## config.mk

```make
export PLATFORM = sky130hd
export DESIGN_NAME = mis_screen
export DESIGN_NICKNAME = d
export VERILOG_FILES = /design/src/mis_pkg.sv /design/src/mis_axil.sv /design/src/mis_screen.sv
export SDC_FILE = /design/constraint.sdc
export NUM_CORES = 1
export LEC_CHECK = 0
export CORE_UTILIZATION = 45
export CTS_CLUSTER_DIAMETER = 40
export DETAILED_ROUTE_END_ITERATION = 7
export DONT_BUFFER_PORTS = 1
export PLACE_DENSITY = 0.63
export SLEW_MARGIN = 20
export SYNTH_ARGS = -nofsm -noshare
export SYNTH_HDL_FRONTEND = slang
export SYNTH_SLANG_ARGS = --single-unit
```

## constraint.sdc

```tcl
create_clock -name aclk -period 4 [get_ports aclk]
set_input_delay 0.2 -clock aclk [delete_from_list [all_inputs] [get_ports aclk]]
set_output_delay 0.2 -clock aclk [all_outputs]
set_load 0.01 [all_outputs]
```

## src/mis_pkg.sv

```systemverilog
// Constants for the message ID screening block: register indices,
// field positions, reset values and AXI4-Lite response codes.
// Assumes 8-bit registers, each on its own aligned 32-bit word.
package mis_pkg;

	// Register indices; byte address is four times the index
	localparam logic [5:0] MIS_IDX_REF_BASE = 6'h00;
	localparam logic [5:0] MIS_IDX_REF_9 = 6'h09;
	localparam logic [5:0] MIS_IDX_REF_11 = 6'h0b;
	localparam logic [5:0] MIS_IDX_REF_13 = 6'h0d;
	localparam logic [5:0] MIS_IDX_REF_15 = 6'h0f;
	localparam logic [5:0] MIS_IDX_REF_18 = 6'h12;
	localparam logic [5:0] MIS_IDX_START_POS = 6'h14;
	localparam logic [5:0] MIS_IDX_CTRL = 6'h15;
	localparam logic [5:0] MIS_IDX_STATUS = 6'h18;
	localparam int MIS_REF_COUNT = 20;
	localparam logic [5:0] MIS_REF_COUNT_IDX = 6'h14;

	// Control register fields
	localparam int MIS_CTRL_EN_BIT = 3;
	localparam int MIS_CTRL_ORG_BIT = 2;
	localparam int MIS_CTRL_NTS_LSB = 0;

	// Status register fields
	localparam int MIS_STAT_BUSY_BIT = 0;
	localparam int MIS_STAT_MATCH_BIT = 1;
	localparam int MIS_STAT_MISS_BIT = 2;
	localparam int MIS_STAT_IDX_LSB = 4;

	// Reset values
	localparam logic [7:0] MIS_REF_RESET = 8'h00;
	localparam logic [6:0] MIS_START_RESET = 7'h00;
	localparam logic [3:0] MIS_CTRL_RESET = 4'h0;

	// Reference ID layout
	localparam logic [9:0] MIS_IDS_2BYTE = 10'h3ff;
	localparam logic [9:0] MIS_IDS_4BYTE = 10'h01f;

	// AXI responses
	localparam logic [1:0] MIS_RESP_OKAY = 2'h0;
	localparam logic [1:0] MIS_RESP_SLVERR = 2'h2;

	typedef enum logic [1:0] {
		MIS_IDLE,
		MIS_SKIP,
		MIS_COMPARE
	} mis_state_t;

endpackage

```

## src/mis_axil.sv

```systemverilog
// AXI4-Lite slave front end for the screening block.
// Assumes the parent decodes indices combinationally and answers
// wr_err, rd_data and rd_err in the same cycle as the request.
`timescale 1ns/100ps
module mis_axil import mis_pkg::*; (
	input wire logic aclk,
	input wire logic aresetn,
	input wire logic [7:0] s_axil_awaddr,
	input wire logic s_axil_awvalid,
	output logic s_axil_awready,
	input wire logic [31:0] s_axil_wdata,
	input wire logic [3:0] s_axil_wstrb,
	input wire logic s_axil_wvalid,
	output logic s_axil_wready,
	output logic [1:0] s_axil_bresp,
	output logic s_axil_bvalid,
	input wire logic s_axil_bready,
	input wire logic [7:0] s_axil_araddr,
	input wire logic s_axil_arvalid,
	output logic s_axil_arready,
	output logic [31:0] s_axil_rdata,
	output logic [1:0] s_axil_rresp,
	output logic s_axil_rvalid,
	input wire logic s_axil_rready,
	output logic wr_en,
	output logic [5:0] wr_idx,
	output logic [7:0] wr_data,
	output logic wr_strb,
	input wire logic wr_err,
	output logic [5:0] rd_idx,
	input wire logic [7:0] rd_data,
	input wire logic rd_err
);

	logic aw_full_r, aw_full_nxt;
	logic w_full_r, w_full_nxt;
	logic [5:0] aw_idx_r, aw_idx_nxt;
	logic [7:0] w_data_r, w_data_nxt;
	logic w_strb_r, w_strb_nxt;
	logic bvalid_r, bvalid_nxt;
	logic [1:0] bresp_r, bresp_nxt;
	logic rvalid_r, rvalid_nxt;
	logic [31:0] rdata_r, rdata_nxt;
	logic [1:0] rresp_r, rresp_nxt;
	logic aw_take, w_take, ar_take;

	// Address and data may arrive in either order; hold until both
	assign s_axil_awready = !aw_full_r && !bvalid_r;
	assign s_axil_wready = !w_full_r && !bvalid_r;
	assign s_axil_arready = !rvalid_r;
	assign aw_take = s_axil_awvalid && s_axil_awready;
	assign w_take = s_axil_wvalid && s_axil_wready;
	assign ar_take = s_axil_arvalid && s_axil_arready;
	assign wr_en = aw_full_r && w_full_r;
	assign wr_idx = aw_idx_r;
	assign wr_data = w_data_r;
	assign wr_strb = w_strb_r;
	assign rd_idx = s_axil_araddr[7:2];
	assign s_axil_bvalid = bvalid_r;
	assign s_axil_bresp = bresp_r;
	assign s_axil_rvalid = rvalid_r;
	assign s_axil_rdata = rdata_r;
	assign s_axil_rresp = rresp_r;

	// Channel state next values
	always_comb begin
		aw_full_nxt = wr_en ? 1'b0 : (aw_full_r || aw_take);
		w_full_nxt = wr_en ? 1'b0 : (w_full_r || w_take);
		aw_idx_nxt = aw_take ? s_axil_awaddr[7:2] : aw_idx_r;
		w_data_nxt = w_take ? s_axil_wdata[7:0] : w_data_r;
		w_strb_nxt = w_take ? s_axil_wstrb[0] : w_strb_r;
		bvalid_nxt = bvalid_r;
		bresp_nxt = bresp_r;
		if (wr_en) begin
			bvalid_nxt = 1'b1;
			bresp_nxt = wr_err ? MIS_RESP_SLVERR : MIS_RESP_OKAY;
		end else if (bvalid_r && s_axil_bready) begin
			bvalid_nxt = 1'b0;
		end
		rvalid_nxt = rvalid_r;
		rdata_nxt = rdata_r;
		rresp_nxt = rresp_r;
		if (ar_take) begin
			rvalid_nxt = 1'b1;
			rdata_nxt = {24'h00_0000, rd_data}; // Upper bits read as zero
			rresp_nxt = rd_err ? MIS_RESP_SLVERR : MIS_RESP_OKAY;
		end else if (rvalid_r && s_axil_rready) begin
			rvalid_nxt = 1'b0;
		end
	end

	// Channel state registers
	always_ff @(posedge aclk) begin
		if (!aresetn) begin
			aw_full_r <= 1'b0;
			w_full_r <= 1'b0;
			aw_idx_r <= 6'h00;
			w_data_r <= 8'h00;
			w_strb_r <= 1'b0;
			bvalid_r <= 1'b0;
			bresp_r <= MIS_RESP_OKAY;
			rvalid_r <= 1'b0;
			rdata_r <= 32'h0000_0000;
			rresp_r <= MIS_RESP_OKAY;
		end else begin
			aw_full_r <= aw_full_nxt;
			w_full_r <= w_full_nxt;
			aw_idx_r <= aw_idx_nxt;
			w_data_r <= w_data_nxt;
			w_strb_r <= w_strb_nxt;
			bvalid_r <= bvalid_nxt;
			bresp_r <= bresp_nxt;
			rvalid_r <= rvalid_nxt;
			rdata_r <= rdata_nxt;
			rresp_r <= rresp_nxt;
		end
	end

endmodule

```

## src/mis_screen.sv

```systemverilog
// Message ID screening: compares payload bits after frame sync with
// software-written reference ID bytes, registers over AXI4-Lite.
// Assumes frame_sync_found and rx_bit_valid are one-cycle strobes from
// the receiver's data recovery logic, synchronous to aclk.
//
// Design decision made here: the AXI4-Lite slave port.
`timescale 1ns/100ps

// Contract
// - Screening compares only while the enable bit is 1; enable resets to 0.
// - Organisation bit 0 gives 2-byte IDs, 1 gives 4-byte IDs; resets 0.
// - In 4-byte mode the scan field 00..11 scans 1..4 bytes.
// - In 2-byte mode field 00 scans one byte, other values two.
// - Seven-bit start field: 0 starts one bit after sync, 7F 128 bits.
// - Twenty writable 8-bit reference bytes, all cleared by reset.
module mis_screen import mis_pkg::*; (
	input wire logic aclk,
	input wire logic aresetn,
	input wire logic [7:0] s_axil_awaddr,
	input wire logic s_axil_awvalid,
	output logic s_axil_awready,
	input wire logic [31:0] s_axil_wdata,
	input wire logic [3:0] s_axil_wstrb,
	input wire logic s_axil_wvalid,
	output logic s_axil_wready,
	output logic [1:0] s_axil_bresp,
	output logic s_axil_bvalid,
	input wire logic s_axil_bready,
	input wire logic [7:0] s_axil_araddr,
	input wire logic s_axil_arvalid,
	output logic s_axil_arready,
	output logic [31:0] s_axil_rdata,
	output logic [1:0] s_axil_rresp,
	output logic s_axil_rvalid,
	input wire logic s_axil_rready,
	input wire logic frame_sync_found,
	input wire logic rx_bit_valid,
	input wire logic rx_bit,
	output logic id_match,
	output logic id_mismatch,
	output logic scan_busy,
	output logic [3:0] match_id_index
);

	logic wr_en;
	logic [5:0] wr_idx;
	logic [7:0] wr_data;
	logic wr_strb;
	logic wr_err;
	logic [5:0] rd_idx;
	logic [7:0] rd_data;
	logic rd_err;

	// Register file state
	logic [7:0] ref_r [MIS_REF_COUNT];
	logic [7:0] ref_nxt [MIS_REF_COUNT];
	logic [6:0] start_pos_r, start_pos_nxt;
	logic [3:0] ctrl_r, ctrl_nxt;
	logic stat_match_r, stat_match_nxt;
	logic stat_miss_r, stat_miss_nxt;

	// Scan engine state
	mis_state_t state_r, state_nxt;
	logic [6:0] skip_cnt_r, skip_cnt_nxt;
	logic [4:0] pos_r, pos_nxt;
	logic [5:0] nbits_r, nbits_nxt;
	logic org4_r, org4_nxt;
	logic [9:0] alive_r, alive_nxt;
	logic match_r, match_nxt;
	logic miss_r, miss_nxt;
	logic [3:0] idx_r, idx_nxt;

	logic screening_enable;
	logic id_byte_organisation;
	logic [1:0] bytes_to_scan;

	assign screening_enable = ctrl_r[MIS_CTRL_EN_BIT];
	assign id_byte_organisation = ctrl_r[MIS_CTRL_ORG_BIT];
	assign bytes_to_scan = ctrl_r[MIS_CTRL_NTS_LSB +: 2];

	// Number of bits to scan for a given organisation and scan field
	function automatic logic [5:0] scan_bits(input logic org4, input logic [1:0] nts);
		logic [2:0] nbytes;
		nbytes = 3'd1;
		if (org4) begin
			nbytes = {1'b0, nts} + 3'd1;
		end else if (nts != 2'b00) begin
			nbytes = 3'd2;
		end
		return {nbytes, 3'b000};
	endfunction

	// Reference bit for ID slot k at scan bit position pos, MSB first
	function automatic logic ref_bit(input logic org4, input logic [3:0] k,
			input logic [4:0] pos, input logic [7:0] refs [MIS_REF_COUNT]);
		logic [5:0] idx;
		idx = org4 ? {k, 2'b00} + {4'h0, pos[4:3]} : {1'b0, k, 1'b0} + {5'h00, pos[3]};
		if (idx >= MIS_REF_COUNT_IDX) begin
			return 1'b0;
		end
		return refs[idx[4:0]][3'd7 - pos[2:0]];
	endfunction

	// Lowest ID slot still matching
	function automatic logic [3:0] first_set(input logic [9:0] v);
		logic [3:0] r;
		r = 4'h0;
		for (int i = 9; i >= 0; i--) begin
			if (v[i]) begin
				r = 4'(i);
			end
		end
		return r;
	endfunction

	// Bus front end
	mis_axil u_axil (
		.aclk(aclk),
		.aresetn(aresetn),
		.s_axil_awaddr(s_axil_awaddr),
		.s_axil_awvalid(s_axil_awvalid),
		.s_axil_awready(s_axil_awready),
		.s_axil_wdata(s_axil_wdata),
		.s_axil_wstrb(s_axil_wstrb),
		.s_axil_wvalid(s_axil_wvalid),
		.s_axil_wready(s_axil_wready),
		.s_axil_bresp(s_axil_bresp),
		.s_axil_bvalid(s_axil_bvalid),
		.s_axil_bready(s_axil_bready),
		.s_axil_araddr(s_axil_araddr),
		.s_axil_arvalid(s_axil_arvalid),
		.s_axil_arready(s_axil_arready),
		.s_axil_rdata(s_axil_rdata),
		.s_axil_rresp(s_axil_rresp),
		.s_axil_rvalid(s_axil_rvalid),
		.s_axil_rready(s_axil_rready),
		.wr_en(wr_en),
		.wr_idx(wr_idx),
		.wr_data(wr_data),
		.wr_strb(wr_strb),
		.wr_err(wr_err),
		.rd_idx(rd_idx),
		.rd_data(rd_data),
		.rd_err(rd_err)
	);

	// Write decode; unmapped indices answer SLVERR and store nothing
	assign wr_err = !(wr_idx < MIS_REF_COUNT_IDX || wr_idx == MIS_IDX_START_POS ||
		wr_idx == MIS_IDX_CTRL || wr_idx == MIS_IDX_STATUS);

	// Read decode
	always_comb begin
		rd_data = 8'h00;
		rd_err = 1'b0;
		if (rd_idx < MIS_REF_COUNT_IDX) begin
			rd_data = ref_r[rd_idx[4:0]];
		end else if (rd_idx == MIS_IDX_START_POS) begin
			rd_data = {1'b0, start_pos_r};
		end else if (rd_idx == MIS_IDX_CTRL) begin
			rd_data = {4'h0, ctrl_r};
		end else if (rd_idx == MIS_IDX_STATUS) begin
			rd_data[MIS_STAT_BUSY_BIT] = (state_r != MIS_IDLE);
			rd_data[MIS_STAT_MATCH_BIT] = stat_match_r;
			rd_data[MIS_STAT_MISS_BIT] = stat_miss_r;
			rd_data[MIS_STAT_IDX_LSB +: 4] = idx_r;
		end else begin
			rd_err = 1'b1;
		end
	end

	// Register file next values; a new result beats a same-cycle clear
	always_comb begin
		ref_nxt = ref_r;
		start_pos_nxt = start_pos_r;
		ctrl_nxt = ctrl_r;
		stat_match_nxt = stat_match_r || match_r;
		stat_miss_nxt = stat_miss_r || miss_r;
		if (wr_en && wr_strb) begin
			if (wr_idx < MIS_REF_COUNT_IDX) begin
				ref_nxt[wr_idx[4:0]] = wr_data;
			end else if (wr_idx == MIS_IDX_START_POS) begin
				start_pos_nxt = wr_data[6:0];
			end else if (wr_idx == MIS_IDX_CTRL) begin
				ctrl_nxt = wr_data[3:0];
			end else if (wr_idx == MIS_IDX_STATUS) begin
				stat_match_nxt = (stat_match_r && !wr_data[MIS_STAT_MATCH_BIT]) || match_r;
				stat_miss_nxt = (stat_miss_r && !wr_data[MIS_STAT_MISS_BIT]) || miss_r;
			end
		end
	end

	// Register file; everything clears on reset
	always_ff @(posedge aclk) begin
		if (!aresetn) begin
			for (int i = 0; i < MIS_REF_COUNT; i++) begin
				ref_r[i] <= MIS_REF_RESET;
			end
			start_pos_r <= MIS_START_RESET;
			ctrl_r <= MIS_CTRL_RESET;
			stat_match_r <= 1'b0;
			stat_miss_r <= 1'b0;
		end else begin
			ref_r <= ref_nxt;
			start_pos_r <= start_pos_nxt;
			ctrl_r <= ctrl_nxt;
			stat_match_r <= stat_match_nxt;
			stat_miss_r <= stat_miss_nxt;
		end
	end

	// Scan engine. Organisation, scan count and start are latched at sync; reference bytes are
	// read live, so a mid-frame reference write changes the frame in flight; clearing enable aborts at once.
	always_comb begin
		state_nxt = state_r;
		skip_cnt_nxt = skip_cnt_r;
		pos_nxt = pos_r;
		nbits_nxt = nbits_r;
		org4_nxt = org4_r;
		alive_nxt = alive_r;
		match_nxt = 1'b0;
		miss_nxt = 1'b0;
		idx_nxt = idx_r;
		if (!screening_enable) begin
			state_nxt = MIS_IDLE;
			alive_nxt = 10'h000;
		end else if (frame_sync_found) begin
			// Sync restarts the scan; the sync bit itself is not counted
			org4_nxt = id_byte_organisation;
			nbits_nxt = scan_bits(id_byte_organisation, bytes_to_scan);
			alive_nxt = id_byte_organisation ? MIS_IDS_4BYTE : MIS_IDS_2BYTE;
			pos_nxt = 5'h00;
			skip_cnt_nxt = start_pos_r;
			state_nxt = (start_pos_r == 7'h00) ? MIS_COMPARE : MIS_SKIP;
		end else begin
			case (state_r)
				MIS_SKIP: begin
					if (rx_bit_valid) begin
						skip_cnt_nxt = skip_cnt_r - 7'd1;
						if (skip_cnt_r == 7'd1) begin
							state_nxt = MIS_COMPARE;
						end
					end
				end
				MIS_COMPARE: begin
					if (rx_bit_valid) begin
						for (int k = 0; k < 10; k++) begin
							alive_nxt[k] = alive_r[k] &&
								(rx_bit == ref_bit(org4_r, 4'(k), pos_r, ref_r));
						end
						pos_nxt = pos_r + 5'd1;
						if ({1'b0, pos_r} == nbits_r - 6'd1) begin
							state_nxt = MIS_IDLE;
							if (alive_nxt != 10'h000) begin
								match_nxt = 1'b1;
								idx_nxt = first_set(alive_nxt);
							end else begin
								miss_nxt = 1'b1;
							end
						end
					end
				end
				default: begin
					state_nxt = MIS_IDLE;
				end
			endcase
		end
	end

	// Scan engine registers
	always_ff @(posedge aclk) begin
		if (!aresetn) begin
			state_r <= MIS_IDLE;
			skip_cnt_r <= 7'h00;
			pos_r <= 5'h00;
			nbits_r <= 6'h00;
			org4_r <= 1'b0;
			alive_r <= 10'h000;
			match_r <= 1'b0;
			miss_r <= 1'b0;
			idx_r <= 4'h0;
		end else begin
			state_r <= state_nxt;
			skip_cnt_r <= skip_cnt_nxt;
			pos_r <= pos_nxt;
			nbits_r <= nbits_nxt;
			org4_r <= org4_nxt;
			alive_r <= alive_nxt;
			match_r <= match_nxt;
			miss_r <= miss_nxt;
			idx_r <= idx_nxt;
		end
	end

	// Result outputs from flops; scan_busy is decoded from state_r
	assign id_match = match_r;
	assign id_mismatch = miss_r;
	assign scan_busy = (state_r != MIS_IDLE);
	assign match_id_index = idx_r;

endmodule

```

==> metrics.md <==
| Metric | Value |
|---|---|
| Status | finished clean |
| Final ANT Viol Nets | 0 |
| Clock Tree Buf Depth | 3 |
| Worst path slowest cell | dfxtp_2 |
| Most frequent cells after synthesis | 263 x nor2_1, 236 x dfxtp_1, 220 x mux2i_1 |
| Ys async rst share | 0% |
| Routed via count | 10813 |
| First-pass iteration count of the detailed router | 5 |
| Post-Layout Cell Count | 1783 |
| Crit-path most repeated cell | and3_1 |
| Hold crit path type | in -> reg |
| Clock Skews | 19.8 ps |
| Largest net degree at the start of global routing | 117 |
| CTS root buf | clkbuf_16 |
| Clk_lat worst skew | 520 ps |
| Max frequency | 290 MHz |
| Site Rows | 62 |
| Number of H-tree levels | 2 |
| Pre-CTS WS | 626 ps |
| Fin nets | 1440 |
| Tmin final | 3450 ps |
| WP data arrival | 3840 ps |
| Residual DRC | 0 |
| Slew HR | 22.8% |
| Initial DRC count | 969 |
| Cell with the most instances after synthesis | nor2_1 |
| RSZ-0062 raised after global routing | false |
| Layout cell share with drive strength beyond 1 | 16.7% |
| # IOs | 110 |
| Vias in the first global route | 10223 |
| Part of the cycle the worst path needs | 86.2% |
| Synth top area share | 35.1% |
| Die H | 175 um |
| Initial Utilization | 46.3% |
| Critical path type | reg -> reg |
| Routed len/inst | 22.2 um |
| Die W | 175 um |
| Diode count | 0 |
| Worst Path Buf+Inv | 1 |
| Worst-path clk slew | 50 ps |
| CP required | 4390 ps |
| Synthesis-to-finish area growth | 12.5% |
| Post-synthesis area per instance | 9.69 um^2 |
| Ranking of synthesized cells by area | dfxtp_1 35%, mux2i_1 16%, mux4_2 15%, nor2_1 7.3%, nand2_1 2.5% |
| Worst path max stage delay | 780 ps |
| Via density | 6.06 |
| LEAKAGE | 5.86 nW |
| Critical path, cell by cell | inv_1, and3_1, o311ai_1, o2111ai_1, and3_1, o21a_1, nor4_4, nor2_1, a221o_1 |
| Routability Congestion | 0.919 |
| Final setup violation count | 0 |
| Fin. Hold Viols | 0 |
| GR Overflow Total | 0 |
| Post-synthesis register bit count | 236 |
| Max-cap violation count | 0 |
| Pwr Total | 5.96 mW |
| Clock buffer count from CTS | 37 |
| Mapped cell area | 13500 um^2 |
| Setup_tns | 0 ps |
| Peak supply drop | 0.357 mV |
| Total GRT Usage | 26.1% |
| Critical path capture point type | flip-flop |
| Final HPWL DP | 27400 um |
| Synth unique cells | 72 |
| Clock tree sinks | 236 |
| Post-Place Cell Area | 13600 um^2 |
| Initial antenna violation count | 1 |
| Worst setup SP type | flip-flop |
| TritonCTS clock tree | done |
| Post-Syn Instances | 1388 |
| Design area | 15100 um^2 |
| First-pass GRT wire length | 61400 um |
| Seq/Total Area, Yosys | 35.1% |
| Max Transition Viols Final | 0 |
| Top FF cell, synth | dfxtp_1 |
| Worst-path fanout max | 19 |
| Delay-heaviest family, CP | compound AO/OA/AOI/OAI gates |
| Die area | 30600 um^2 |
| Port Buf Inserts | 0 |
| Core ar. | 29100 um^2 |
| Setup WS post-layout | 552 ps |
| Worst-Margin Slew | 1160 ps |
| Post-synth EDFFs | 0 |
| DRT Wirelength | 39600 um |
| PwrDens | 394 nW/um^2 |
| Area leader, netlist | dfxtp_1 |
| Synthesis Warnings | 0 |
| Placed cells | 1695 |
worst paths after layout:
kind,start,end,slack [ps],depth (start not counted)
worst min register to register,u_axil.wr_strb$_SDFFE_PN0P_,u_axil.wr_strb$_SDFFE_PN0P_,470,2
worst max register to register,pos_r[0]$_SDFFE_PN0P_,match_id_index[2]$_SDFFE_PN0P_,550,9
worst max-delay path,pos_r[0]$_SDFFE_PN0P_,match_id_index[2]$_SDFFE_PN0P_,550,9
worst min-delay path,frame_sync_found,skip_cnt_r[4]$_SDFFE_PN0P_,20,4
layout make-up:
class | instances | area [um^2]
Clock buffer | 48 | 1060
Inverter | 21 | 83.8
Sequential cell | 236 | 4730
Multi-Input combinational cell | 1022 | 8050
Clock inverter | 18 | 240
Tap cell | 384 | 480
Fill cell | 2637 | 14000
Timing Repair Buffer | 54 | 485
sequential cells by signal, indices dropped and copies added (netlist names), 2 cells and up:
signal and count:
u_axil.wr_data 8, start_pos_r 7, skip_cnt_r 7, u_axil.s_axil_rdata 8
u_axil.wr_idx 6, ctrl_r 4, match_id_index 4, state_r 2
ref_r 160, pos_r 5, alive_r 10, nbits_r 3
per-layer routing:
metal,up-vias,track usage [%],wire length (um)
met4,2,9.02,1150
met1,5324,35.0,17100
li1,4952,-,-
met3,83,7.05,3560
met5,-,0,12
met2,452,40.4,17900
cell usage in the layout, fill, tap and decap left out, drive strengths merged, types with 12 or more instances in the layout:
cell type / count
a211oi: 18
a21oi: 62
a221oi: 12
buf: 32
clkbuf: 48
conb: 26
dfxtp: 236
dlygate4sd3: 22
inv: 21
mux2: 30
mux2i: 220
mux4: 92
nand2: 89
nand3: 13
nor2: 264
nor2b: 17
o21ai: 30
where the power goes:
group	internal, mW	total [mW]	switching (mW)
sequential	2.37	2.44	0.0686
clock	2.20	3.35	1.15
combinational	0.0728	0.175	0.102
total	4.64	5.96	1.32
kinds of logic (layout without fill, tap and decap cells):
group                      Yosys count  in the layout  share of synthesized area (%)
and+or+nand+nor                    458            458                           14.9
muxes                              342            342                           34.4
DFF                                236            236                           35.1
AOI/OAI and AO/OA                  184            184                           8.93
buffers and inverters              155            141                           5.76
adders and majority gates            6              6                          0.558
xor gates and xnor gates             6              6                          0.391
other                                1             26                         0.0279
repair_timing:
action / in CTS / in global routing
buffers inserted: 0 / 0
hold buffers: 22 / 0
endpoints found under the hold margin: 41 / 0
gates resized for setup: 0 / 0
through the flow:
stage	utilization [%]	hold WS, ps
4_1_cts	52.0	5.47
3_3_place_gp	46.8	303
3_5_place_dp	46.8	305
2_1_floorplan	-	299
5_1_grt	52.0	37.4
6_report	52.0	16.8
worst register-to-register path: stages, from the launching register on:
cell and delay [ps]:
dfxtp_2 780, inv_1 390, and3_1 250, o311ai_1 380
o2111ai_1 260, and3_1 230, o21a_1 240, nor4_4 390
nor2_1 110, a221o_1 300
No activity file was read; power rests on OpenSTA's default activity.
